<file path="config.mk">
export PLATFORM = sky130hd
export DESIGN_NAME = ism_source_map
export DESIGN_NICKNAME = d
export VERILOG_FILES = /design/src/inc/ism_pkg.sv /design/src/logic/ism_source_map.sv
export SDC_FILE = /design/constraint.sdc
export NUM_CORES = 1
export LEC_CHECK = 0
export ABC_AREA = 1
export BUFFER_PORTS_ARGS = -buffer_cell sky130_fd_sc_hd__buf_2
export CAP_MARGIN = 20
export CORE_UTILIZATION = 41
export DETAILED_ROUTE_END_ITERATION = 10
export PLACE_DENSITY = 0.78
export SETUP_SLACK_MARGIN = 0.2
export SYNTH_ARGS = -nofsm -noshare
export SYNTH_HDL_FRONTEND = slang
export SYNTH_SLANG_ARGS = --single-unit
</file>
<file path="constraint.sdc">
create_clock -name ref_clk -period 1.53 [get_ports ref_clk]
set_input_delay 0.0765 -clock ref_clk [delete_from_list [all_inputs] [get_ports ref_clk]]
set_output_delay 0.0765 -clock ref_clk [all_outputs]
set_load 0.05 [all_outputs]
</file>
<file path="src/inc/ism_pkg.sv">
// Constants, offsets and bit maps of the interrupt source map
package ism_pkg;
    // Aggregator groups held in this block
    localparam int GROUPS = 3;
    localparam int G14    = 0;
    localparam int G17    = 1;
    localparam int G21    = 2;

    // Processor vector space
    localparam int NVEC         = 172;
    localparam int AGG_VEC_G14  = 6;
    localparam int AGG_VEC_G21  = 13;
    localparam int DMA_CHANNELS = 11;

    // Bit positions inside the groups
    localparam int BIT_DMA_FIRST    = 1;
    localparam int BIT_FAN0         = 1;
    localparam int BIT_FAN1         = 2;
    localparam int BIT_CONV_SINGLE  = 8;
    localparam int BIT_CONV_REPEAT  = 9;
    localparam int BIT_LED0         = 13;
    localparam int BIT_LED1         = 14;
    localparam int BIT_SYS_WDT      = 2;
    localparam int BIT_ONE_SEC      = 5;
    localparam int BIT_SUB_SEC      = 6;
    localparam int BIT_PWR_PRES     = 7;
    localparam int BIT_CAL_PERIODIC = 8;
    localparam int BIT_CAL_ALARM    = 9;
    localparam int BIT_BAT_IN0      = 11;

    // Direct vector numbers
    localparam int VEC_DMA_FIRST    = 25;
    localparam int VEC_FAN0         = 71;
    localparam int VEC_FAN1         = 72;
    localparam int VEC_CONV_SINGLE  = 78;
    localparam int VEC_CONV_REPEAT  = 79;
    localparam int VEC_LED0         = 83;
    localparam int VEC_LED1         = 84;
    localparam int VEC_SYS_WDT      = 171;
    localparam int VEC_ONE_SEC      = 116;
    localparam int VEC_SUB_SEC      = 117;
    localparam int VEC_PWR_PRES     = 118;
    localparam int VEC_CAL_PERIODIC = 119;
    localparam int VEC_CAL_ALARM    = 120;
    localparam int VEC_BAT_IN0      = 122;

    // Register byte offsets
    localparam int ADR_W = 8;
    localparam logic [7:0] STS_OFF [0:2] = '{8'h00, 8'h08, 8'h10};
    localparam logic [7:0] MSK_OFF [0:2] = '{8'h04, 8'h0c, 8'h14};
    localparam logic [7:0] SRC_OFF [0:2] = '{8'h18, 8'h1c, 8'h20};

    // Implemented bits per group and wake-capable bits
    localparam logic [31:0] USED [0:2] = '{32'h0000_0ffe, 32'h0000_6306, 32'h0000_0be4};
    localparam logic [31:0] WAKE21     = 32'h0000_0be4;

    // Reset values
    localparam logic [31:0] STS_RST = 32'h0000_0000;
    localparam logic [31:0] MSK_RST = 32'h0000_0000;
endpackage

</file>
<file path="src/logic/ism_source_map.sv">
// Interrupt source map for three aggregator groups with direct vectors
//
// The register addresses and the Wishbone slave port were decided locally.
`timescale 1ns/10ps
module ism_source_map (
    input  wire logic                            ref_clk,
    input  wire logic                            resetn,
    input  wire logic                            wb_cyc_i,
    input  wire logic                            wb_stb_i,
    input  wire logic                            wb_we_i,
    input  wire logic [ism_pkg::ADR_W-1:0]       wb_adr_i,
    input  wire logic [3:0]                      wb_sel_i,
    input  wire logic [31:0]                     wb_dat_i,
    output logic      [31:0]                     wb_dat_o,
    output logic                                 wb_ack_o,
    input  wire logic [ism_pkg::DMA_CHANNELS-1:0] dma_channel_event,
    input  wire logic [1:0]                      fan_speed_meter_event,
    input  wire logic                            conv_single_event,
    input  wire logic                            conv_repeat_event,
    input  wire logic [1:0]                      led_blinker_watchdog_event,
    input  wire logic                            system_watchdog_event,
    input  wire logic                            one_second_event,
    input  wire logic                            sub_second_event,
    input  wire logic                            system_power_present_event,
    input  wire logic                            calendar_periodic_event,
    input  wire logic                            calendar_alarm_event,
    input  wire logic                            battery_domain_input_zero_n,
    output logic      [ism_pkg::NVEC-1:0]        direct_vector,
    output logic      [ism_pkg::GROUPS-1:0]      agg_request,
    output logic                                 wake_request,
    output logic                                 irq
);
    import ism_pkg::*;

    // ----------------------------------------
    // Declarations
    // ----------------------------------------
    logic            bat_meta;
    logic            bat_sync;
    logic [31:0]     src      [0:GROUPS-1];
    logic [31:0]     src_q    [0:GROUPS-1];
    logic [31:0]     rise     [0:GROUPS-1];
    logic [31:0]     sts      [0:GROUPS-1];
    logic [31:0]     msk      [0:GROUPS-1];
    logic [NVEC-1:0] next_direct;
    logic [31:0]     next_rdata;
    logic            wb_req;
    logic            wb_rd;
    logic            wb_wr;

    // Address match, used by decode and read mux
    function automatic logic hit(input logic [ADR_W-1:0] adr, input logic [7:0] off);
        hit = (adr == off);
    endfunction

    // Byte-lane merge of a write
    function automatic logic [31:0] merge(input logic [31:0] old, input logic [31:0] wd, input logic [3:0] sel);
        logic [31:0] res;
        res = old;
        for (int b = 0; b < 4; b++) begin
            if (sel[b]) begin
                res[8*b +: 8] = wd[8*b +: 8];
            end
        end
        merge = res;
    endfunction

    // ----------------------------------------
    // Battery-domain pin synchroniser
    // ----------------------------------------
    always_ff @(posedge ref_clk or negedge resetn) begin
        if (!resetn) begin
            bat_meta <= 1'b1;
            bat_sync <= 1'b1;
        end else begin
            bat_meta <= battery_domain_input_zero_n;
            bat_sync <= bat_meta;
        end
    end

    // ----------------------------------------
    // Source routing into group bits
    // ----------------------------------------
    always_comb begin
        for (int g = 0; g < GROUPS; g++) begin
            src[g] = 32'h0000_0000;
        end
        for (int k = 0; k < DMA_CHANNELS; k++) begin
            src[G14][BIT_DMA_FIRST + k] = dma_channel_event[k];
        end
        src[G17][BIT_FAN0]         = fan_speed_meter_event[0];
        src[G17][BIT_FAN1]         = fan_speed_meter_event[1];
        src[G17][BIT_CONV_SINGLE]  = conv_single_event;
        src[G17][BIT_CONV_REPEAT]  = conv_repeat_event;
        src[G17][BIT_LED0]         = led_blinker_watchdog_event[0];
        src[G17][BIT_LED1]         = led_blinker_watchdog_event[1];
        src[G21][BIT_SYS_WDT]      = system_watchdog_event;
        src[G21][BIT_ONE_SEC]      = one_second_event;
        src[G21][BIT_SUB_SEC]      = sub_second_event;
        src[G21][BIT_PWR_PRES]     = system_power_present_event;
        src[G21][BIT_CAL_PERIODIC] = calendar_periodic_event;
        src[G21][BIT_CAL_ALARM]    = calendar_alarm_event;
        src[G21][BIT_BAT_IN0]      = ~bat_sync;
    end

    // ----------------------------------------
    // Direct vector drive
    // ----------------------------------------
    always_comb begin
        next_direct = '0;
        for (int k = 0; k < DMA_CHANNELS; k++) begin
            next_direct[VEC_DMA_FIRST + k] = src[G14][BIT_DMA_FIRST + k];
        end
        next_direct[VEC_FAN0]         = src[G17][BIT_FAN0];
        next_direct[VEC_FAN1]         = src[G17][BIT_FAN1];
        next_direct[VEC_CONV_SINGLE]  = src[G17][BIT_CONV_SINGLE];
        next_direct[VEC_CONV_REPEAT]  = src[G17][BIT_CONV_REPEAT];
        next_direct[VEC_LED0]         = src[G17][BIT_LED0];
        next_direct[VEC_LED1]         = src[G17][BIT_LED1];
        next_direct[VEC_SYS_WDT]      = src[G21][BIT_SYS_WDT];
        next_direct[VEC_ONE_SEC]      = src[G21][BIT_ONE_SEC];
        next_direct[VEC_SUB_SEC]      = src[G21][BIT_SUB_SEC];
        next_direct[VEC_PWR_PRES]     = src[G21][BIT_PWR_PRES];
        next_direct[VEC_CAL_PERIODIC] = src[G21][BIT_CAL_PERIODIC];
        next_direct[VEC_CAL_ALARM]    = src[G21][BIT_CAL_ALARM];
        next_direct[VEC_BAT_IN0]      = src[G21][BIT_BAT_IN0];
    end

    always_ff @(posedge ref_clk or negedge resetn) begin
        if (!resetn) begin
            direct_vector <= '0;
        end else begin
            direct_vector <= next_direct;
        end
    end

    // Wake only from group twenty-one wake-capable sources
    always_ff @(posedge ref_clk or negedge resetn) begin
        if (!resetn) begin
            wake_request <= 1'b0;
        end else begin
            wake_request <= |(src[G21] & WAKE21);
        end
    end

    // ----------------------------------------
    // Event edge detection
    // ----------------------------------------
    always_ff @(posedge ref_clk or negedge resetn) begin
        if (!resetn) begin
            for (int g = 0; g < GROUPS; g++) begin
                src_q[g] <= 32'h0000_0000;
            end
        end else begin
            for (int g = 0; g < GROUPS; g++) begin
                src_q[g] <= src[g];
            end
        end
    end

    always_comb begin
        for (int g = 0; g < GROUPS; g++) begin
            rise[g] = src[g] & ~src_q[g] & USED[g];
        end
    end

    // ----------------------------------------
    // Wishbone slave
    // ----------------------------------------
    assign wb_req = wb_cyc_i & wb_stb_i & ~wb_ack_o;
    assign wb_rd  = wb_req & ~wb_we_i;
    assign wb_wr  = wb_req & wb_we_i;

    always_ff @(posedge ref_clk or negedge resetn) begin
        if (!resetn) begin
            wb_ack_o <= 1'b0;
        end else begin
            wb_ack_o <= wb_req;
        end
    end

    always_comb begin
        next_rdata = 32'h0000_0000;
        for (int g = 0; g < GROUPS; g++) begin
            if (hit(wb_adr_i, STS_OFF[g])) begin
                next_rdata = sts[g];
            end
            if (hit(wb_adr_i, MSK_OFF[g])) begin
                next_rdata = msk[g];
            end
            if (hit(wb_adr_i, SRC_OFF[g])) begin
                next_rdata = src[g] & USED[g];
            end
        end
    end

    always_ff @(posedge ref_clk or negedge resetn) begin
        if (!resetn) begin
            wb_dat_o <= 32'h0000_0000;
        end else if (wb_rd) begin
            wb_dat_o <= next_rdata;
        end
    end

    // ----------------------------------------
    // Sticky status, read clears, set wins
    // ----------------------------------------
    always_ff @(posedge ref_clk or negedge resetn) begin
        if (!resetn) begin
            for (int g = 0; g < GROUPS; g++) begin
                sts[g] <= STS_RST;
            end
        end else begin
            for (int g = 0; g < GROUPS; g++) begin
                if (wb_rd && hit(wb_adr_i, STS_OFF[g])) begin
                    sts[g] <= rise[g];
                end else begin
                    sts[g] <= sts[g] | rise[g];
                end
            end
        end
    end

    // Mask registers, reserved bits held at zero
    always_ff @(posedge ref_clk or negedge resetn) begin
        if (!resetn) begin
            for (int g = 0; g < GROUPS; g++) begin
                msk[g] <= MSK_RST;
            end
        end else begin
            for (int g = 0; g < GROUPS; g++) begin
                if (wb_wr && hit(wb_adr_i, MSK_OFF[g])) begin
                    msk[g] <= merge(msk[g], wb_dat_i, wb_sel_i) & USED[g];
                end
            end
        end
    end

    // ----------------------------------------
    // Aggregated requests and interrupt
    // ----------------------------------------
    always_comb begin
        for (int g = 0; g < GROUPS; g++) begin
            agg_request[g] = |(sts[g] & msk[g]);
        end
    end

    assign irq = |agg_request;

    // ----------------------------------------
    // Checks
    // ----------------------------------------
    AST_DMA_DIRECT:
    assert property (@(posedge ref_clk) disable iff (!resetn)
        1'b1 |=> direct_vector[VEC_DMA_FIRST +: DMA_CHANNELS] == $past(dma_channel_event))
        else $error("DMA direct vectors do not follow channels");

    AST_DMA_STATUS:
    assert property (@(posedge ref_clk) disable iff (!resetn)
        $rose(dma_channel_event[DMA_CHANNELS-1]) |=> sts[G14][BIT_DMA_FIRST + DMA_CHANNELS - 1])
        else $error("DMA channel 11 event not latched in bit 11");

    AST_FAN:
    assert property (@(posedge ref_clk) disable iff (!resetn)
        $rose(fan_speed_meter_event[1]) && (src[G21] == 32'h0) |=> sts[G17][BIT_FAN1] && direct_vector[VEC_FAN1]
            && !wake_request && (direct_vector[VEC_FAN0] == $past(fan_speed_meter_event[0])))
        else $error("Fan meter event misrouted");

    AST_CONV_SINGLE:
    assert property (@(posedge ref_clk) disable iff (!resetn)
        $rose(conv_single_event) |=> sts[G17][BIT_CONV_SINGLE] && direct_vector[VEC_CONV_SINGLE])
        else $error("Single conversion event misrouted");

    AST_CONV_REPEAT:
    assert property (@(posedge ref_clk) disable iff (!resetn)
        $rose(conv_repeat_event) |=> sts[G17][BIT_CONV_REPEAT] && direct_vector[VEC_CONV_REPEAT])
        else $error("Repeat conversion event misrouted");

    AST_LED_WDT:
    assert property (@(posedge ref_clk) disable iff (!resetn)
        $rose(led_blinker_watchdog_event[1]) |=> sts[G17][BIT_LED1] && direct_vector[VEC_LED1])
        else $error("LED blinker watchdog event misrouted");

    AST_SYS_WDT:
    assert property (@(posedge ref_clk) disable iff (!resetn)
        $rose(system_watchdog_event) |=> sts[G21][BIT_SYS_WDT] && direct_vector[VEC_SYS_WDT] && wake_request)
        else $error("System watchdog event misrouted or not waking");

    AST_ONE_SEC:
    assert property (@(posedge ref_clk) disable iff (!resetn)
        $rose(one_second_event) |=> sts[G21][BIT_ONE_SEC] && direct_vector[VEC_ONE_SEC] && wake_request)
        else $error("One-second event misrouted");

    AST_SUB_SEC:
    assert property (@(posedge ref_clk) disable iff (!resetn)
        $rose(sub_second_event) |=> sts[G21][BIT_SUB_SEC] && direct_vector[VEC_SUB_SEC] && wake_request)
        else $error("Sub-second event misrouted");

    AST_PWR_PRES:
    assert property (@(posedge ref_clk) disable iff (!resetn)
        $rose(system_power_present_event) |=> sts[G21][BIT_PWR_PRES] && direct_vector[VEC_PWR_PRES])
        else $error("Power present event misrouted");

    AST_CAL_PERIODIC:
    assert property (@(posedge ref_clk) disable iff (!resetn)
        $rose(calendar_periodic_event) |=> sts[G21][BIT_CAL_PERIODIC] && direct_vector[VEC_CAL_PERIODIC])
        else $error("Calendar periodic event misrouted");

    AST_CAL_ALARM:
    assert property (@(posedge ref_clk) disable iff (!resetn)
        $rose(calendar_alarm_event) |=> sts[G21][BIT_CAL_ALARM] && direct_vector[VEC_CAL_ALARM])
        else $error("Calendar alarm event misrouted");

    AST_BAT_PIN:
    assert property (@(posedge ref_clk) disable iff (!resetn)
        $fell(battery_domain_input_zero_n) ##1 !battery_domain_input_zero_n ##1 !battery_domain_input_zero_n
            |=> sts[G21][BIT_BAT_IN0] && direct_vector[VEC_BAT_IN0] && wake_request)
        else $error("Battery pin low not reported after synchroniser");

    AST_RESERVED:
    assert property (@(posedge ref_clk) disable iff (!resetn)
        ((sts[G14] & ~USED[G14]) == 32'h0) && ((sts[G17] & ~USED[G17]) == 32'h0)
            && ((sts[G21] & ~USED[G21]) == 32'h0) && ((msk[G21] & ~USED[G21]) == 32'h0))
        else $error("Reserved status or mask bit set");

    AST_AGG:
    assert property (@(posedge ref_clk) disable iff (!resetn)
        $rose(system_watchdog_event) && msk[G21][BIT_SYS_WDT] && !(wb_wr && hit(wb_adr_i, MSK_OFF[G21]))
            |=> agg_request[G21] && irq)
        else $error("Unmasked group event did not raise aggregated request");

endmodule

</file>
* Word level (Yosys, flattened, before mapping) *
Cells that the tools add are included.

storage, ports and cells
  word-level logic and storage cells = 75
  bits of input ports = 73
  register bits = 204
  output and inout bits = 210

cells by class
  equal/unequal tests = 8
  bitwise logic cells = 19
  reductions and logical operators = 18
  muxes and demuxes = 12

operators by type and width
  cell                                                                   number
  32-bit two-way mux                                                     12
  32-bit OR reduction                                                    3
  96-bit OR reduction                                                    1
  32-bit by 12-bit AND with 32-bit output                                2
  32-bit by 12-bit OR with 32-bit output                                 2
  32-bit by 15-bit AND with 32-bit output                                1
  8-bit by 5-bit equality test with 1-bit output, second input constant  4
  32-bit by 15-bit OR with 32-bit output                                 1
  12-bit AND                                                             2
  12-bit NOT                                                             2
  8-bit by 4-bit equality test with 1-bit output, second input constant  2
  15-bit AND                                                             1
  15-bit NOT                                                             1
  2-bit AND reduction                                                    6
  8-bit by 3-bit equality test with 1-bit output, second input constant  1
  8-bit by 6-bit equality test with 1-bit output, second input constant  1
  8-bit zero test                                                        1
  7-bit OR reduction                                                     1
  1-bit logical AND                                                      6
  1-bit AND                                                              4
  1-bit NOT                                                              3

* Depth between registers and ports, before layout *
  word-level depth = 10
  mapped depth = 11
  depth with buffers taken out = 11

* Worst setup path before layout *
Ideal clock, no wire load.

  path type = reg2out
  start = register msk[45] (netlist bit)
  end = output irq
  path buffers = 0
  required time = 1.453 ns
  cell stages (with the launch flop) = 7
  arrival = 1.738 ns
  slack = -0.285 ns
  cells stage by stage = dfrtp_1 nand2_1 nand2_1 a221oi_1 nand3_1 nor2_1 nand3_1

on the way
  longest elaborated chain between the ends = 2

ends and longest elaborated chain
  element                                  RTL line               text
  start, declared                          ism_source_map.sv:44   logic [31:0] msk [0:GROUPS-1];
  start signal, assigned by index          ism_source_map.sv:233  msk[g] <= merge(msk[g], wb_dat_i, wb_sel_i) & USED[g];
  32-bit by 15-bit AND with 32-bit output  ism_source_map.sv:244  agg_request[g] = |(sts[g] & msk[g]);
  96-bit OR reduction                      ism_source_map.sv:248  assign irq = |agg_request;
  end, declared                            ism_source_map.sv:31   output logic irq

No other way between the ends.

* Worst setup path in the final report *
  start = register sts[45] (netlist bit)
  end = output irq

on the way
  longest elaborated chain between the ends = 2

ends and longest elaborated chain
  element                                  RTL line               text
  start, declared                          ism_source_map.sv:43   logic [31:0] sts [0:GROUPS-1];
  start signal, assigned by index          ism_source_map.sv:216  sts[g] <= rise[g];
  start signal, assigned by index          ism_source_map.sv:218  sts[g] <= sts[g] | rise[g];
  32-bit by 15-bit AND with 32-bit output  ism_source_map.sv:244
  96-bit OR reduction                      ism_source_map.sv:248

No other way between the ends.

==> run summary <==
Vias: 4444
Die ar.: 13200 um^2
Sink Count: 90
CTS max path bufs: 2
Placed Cells incl. Taps: 895
Nets@finish: 865
Post-synth top cells: 166 x buf_4, 107 x nand2_1, 88 x dfrtp_1
Max FO, Critical Path: 2
Antenna Nets Post-Route: 0
Layout cell share with drive strength beyond 1: 34.1%
Crit Path Category: reg -> out
Critical Path Sink Type: primary output
Worst Skew: 0.00601 ns
Power per cell area: 914 nW/um^2
Cell type with the largest total area after synthesis: dfrtp_1
DP HPWL: 8830 um
Fraction of the yosys area taken by sequential cells: 43.1%
Die Ht: 115 um
Gate power share: 23.8%
CTS root buf: clkbuf_16
Vias per cell: 4.60
Setup crit start kind: flop
Unrepaired setup endpoints after global routing: yes
Total GRT Usage: 19.4%
Count leader, synth: buf_4
Leak: 0.00362 uW
CP Cell Sequence: nand2_1, nand2_1, a221oi_2, nand3_2, nor2_4, nand3_4, buf_6
Syn_area_per_cell: 8.41 um^2
Sw Ratio: 35.8%
Worst Path Arrival: 1.69 ns
Minimum clock period: 1.76 ns
Largest family of logic cells by synthesized area: buffers and inverters
Internal power: 3980 uW
Async S/R FF share, synth: 100%
Max-cap violations: 0
Port bufs: 113
Initial antenna violation count: 0
Final Hold Fails: 0
Ports: 283
CTS tree: yes
# rows: 40
WL/cell: 14.6 um
First-pass GRT wire length: 19500 um
Final period util: 115%
Core Area: 12200 um^2
Fillers: 992
Slowest stage cell, crit path: dfrtp_1
Max frequency: 567 MHz
Synth Area in Compound Gates: 10.5%
Worst EP required: 1.45 ns
Slew Viols, Final: 0
Mapped Area: 5230 um^2
Simple-Gate Fraction of Synth Area: 16.4%
Status: complete, but fails checks
Final WL: 14100 um
CTS Buf Count: 9
Residual DRC: 0
HP Class: in -> reg
Met2 wire length: 7070 um
Setup violators final: 3
P_sw: 2220 uW
Ys Warns: 0
Reg power frac: 39.8%
Place WS: 0.0224 ns
Post-synthesis adder-cell area fraction: 0%
Synth top area cells: dfrtp_1 42%, buf_4 24%, nand2_1 7.7%
Routed met1 length: 5430 um
Initial Util: 42.8%
CP bufs+invs: 1
Mux contribution to synthesized area: 0.574%
Initial drt markers: 298
Failing checks: negative setup slack
Largest net degree at the start of global routing: 91
Layout area overhead: 29.7%
Xor/xnor share of the synthesized area: 0%
Share of the synthesized area in the top cell type: 42.1%
Clk slew on worst S/H paths: 0.07 ns
DR WL met3: 1060 um
Most Frequent Cell on Critical Path: nand2_1
Highest routed layer: met4
Clk Latency, worst-skew pair: 0.35 ns
Placer Congestion: 0.858
Post-Syn Instances: 622
Top delay family on crit path: simple AND/OR/NAND/NOR gates
Number of synthesized flops with an enable pin: 0
H-tree levels: 3
Crit-path max cell delay: 0.41 ns
Synth unique cells: 31
Non-Filler Instances: 966
Ys flop type: dfrtp_1
Max VDD drop: 0.567 mV
Congestion Overflow GR: 0
Drt first pass iters: 5
Die Wd: 115 um
Clk pwr share: 36.5%
Number of global-route vias before repair: 3927
Slack of the critical path: -0.233 ns
FF+latch count, synth: 90
[per-layer routing]
layer  vias to the layer above  global-route usage (%)
li1                       2014                       -
met1                      2123                    23.5
met2                       255                    32.4
met3                        52                    4.96
met4                         0                    8.92
met5                         -                       0
[repair_timing]
action,in CTS,in global routing
setup buffers,9,8
pin swaps,33,35
gates cloned,2,4
hold buffers,31,0
hold endpoints to repair,127,0
resized for setup,71,50
endpoints found under the setup margin,65,65
[metrics by stage]
| step | instance area, um^2 | utilization, % | setup TNS (ns) | power, uW | hold WS [ns] |
|---|---|---|---|---|---|
| after floorplan | 5890 | - | 0 | 3870 | -0.219 |
| after global placement | 5500 | 45.0 | 0 | 3800 | 0.155 |
| after detailed placement | 5500 | 45.0 | 0 | 3810 | 0.158 |
| after CTS | 6450 | 52.8 | -0.276 | 6160 | 0.00535 |
| after global routing | 6780 | 55.5 | -1.55 | 6400 | 0.00812 |
| final | 6780 | 55.6 | -0.457 | 6200 | 0.00520 |
[sequential cells by signal (all words and copies together), names as in the netlist]
signal / flops
direct_vector: 3
msk: 24
sts: 24
wake_request: 1
bat_sync: 1
src_q: 21
wb_dat_o: 14
wb_ack_o: 1
bat_meta: 1
[tightest hold or removal path, cell delays in order]
cell	delay, ns
buf_2	0.09
inv_1	0.08
o21ai_1	0.07
[path summary, 6_finish.rpt]
kind,slack (ns),cells past startpoint,from,endpoint
hold / removal,0.005,3,wb_dat_i[7],msk[71]$_DFFE_PN0P_
setup / recovery,-0.23,7,sts[45]$_DFF_PN0_,irq
max in group asynchronous,0.83,3,resetn,wb_ack_o$_DFF_PN0_
setup reg to reg,0.01,8,wb_ack_o$_DFF_PN0_,msk[72]$_DFFE_PN0P_
min in group asynchronous,0.33,3,resetn,msk[68]$_DFFE_PN0P_
hold reg to reg,0.36,0,bat_meta$_DFF_PN1_,bat_sync$_DFF_PN1_
[cell type report]
class                      count  area (um^2)  share of cell area, %
clock inverter                 6         65.1                  0.959
tap                          168          210                   3.10
sequential                    90         2260                   33.3
clock buffer                  10          239                   3.52
multi-input combinational    439         2360                   34.8
timing repair buffer         185         1390                   20.5
inverter                      67          256                   3.78
antenna                        1         2.50                 0.0369
[power groups by stage]
stage	registers (uW)	clock network [uW]	logic (uW)
6_report	2470	2260	1470
5_1_grt	2470	2390	1540
4_1_cts	2460	2280	1410
3_5_place_dp	2510	0	1300
3_3_place_gp	2500	0	1290
2_1_floorplan	2650	0	1230
[cells by family (layout without fill, tap and decap cells)]
logic type	count (synthesis)	in the layout
simple gates	188	188
mux	2	2
other cells	1	149
compound gates	101	101
flops	90	90
buf+inv	240	268
[cell usage in the layout (no fill, tap or decap), types with 2 or more instances in the layout]
| cell | n |
|---|---|
| conb_1 | 148 |
| nor2_2 | 4 |
| inv_1 | 57 |
| buf_8 | 3 |
| dfstp_2 | 2 |
| o21ai_0 | 12 |
| nand4_1 | 3 |
| a21oi_2 | 5 |
| o221ai_1 | 3 |
| nor2_4 | 11 |
| o22ai_2 | 5 |
| buf_12 | 3 |
| nand3_4 | 7 |
| dfrtp_1 | 86 |
| nor2_1 | 22 |
| buf_16 | 2 |
| a22o_1 | 2 |
| nand2_1 | 77 |
| buf_6 | 11 |
| buf_4 | 24 |
| a21oi_1 | 6 |
| inv_2 | 9 |
| clkbuf_16 | 12 |
| nand3_1 | 24 |
| dfrtp_2 | 2 |
| mux2_4 | 2 |
| o22ai_1 | 6 |
| dlygate4sd3_1 | 31 |
| a221oi_2 | 2 |
| o21ai_2 | 12 |
| o21ai_1 | 47 |
| clkinv_2 | 2 |
| buf_2 | 108 |
| nand2_4 | 9 |
| nand2_2 | 25 |
| clkinv_4 | 2 |
(Power assumes the default switching activity.)
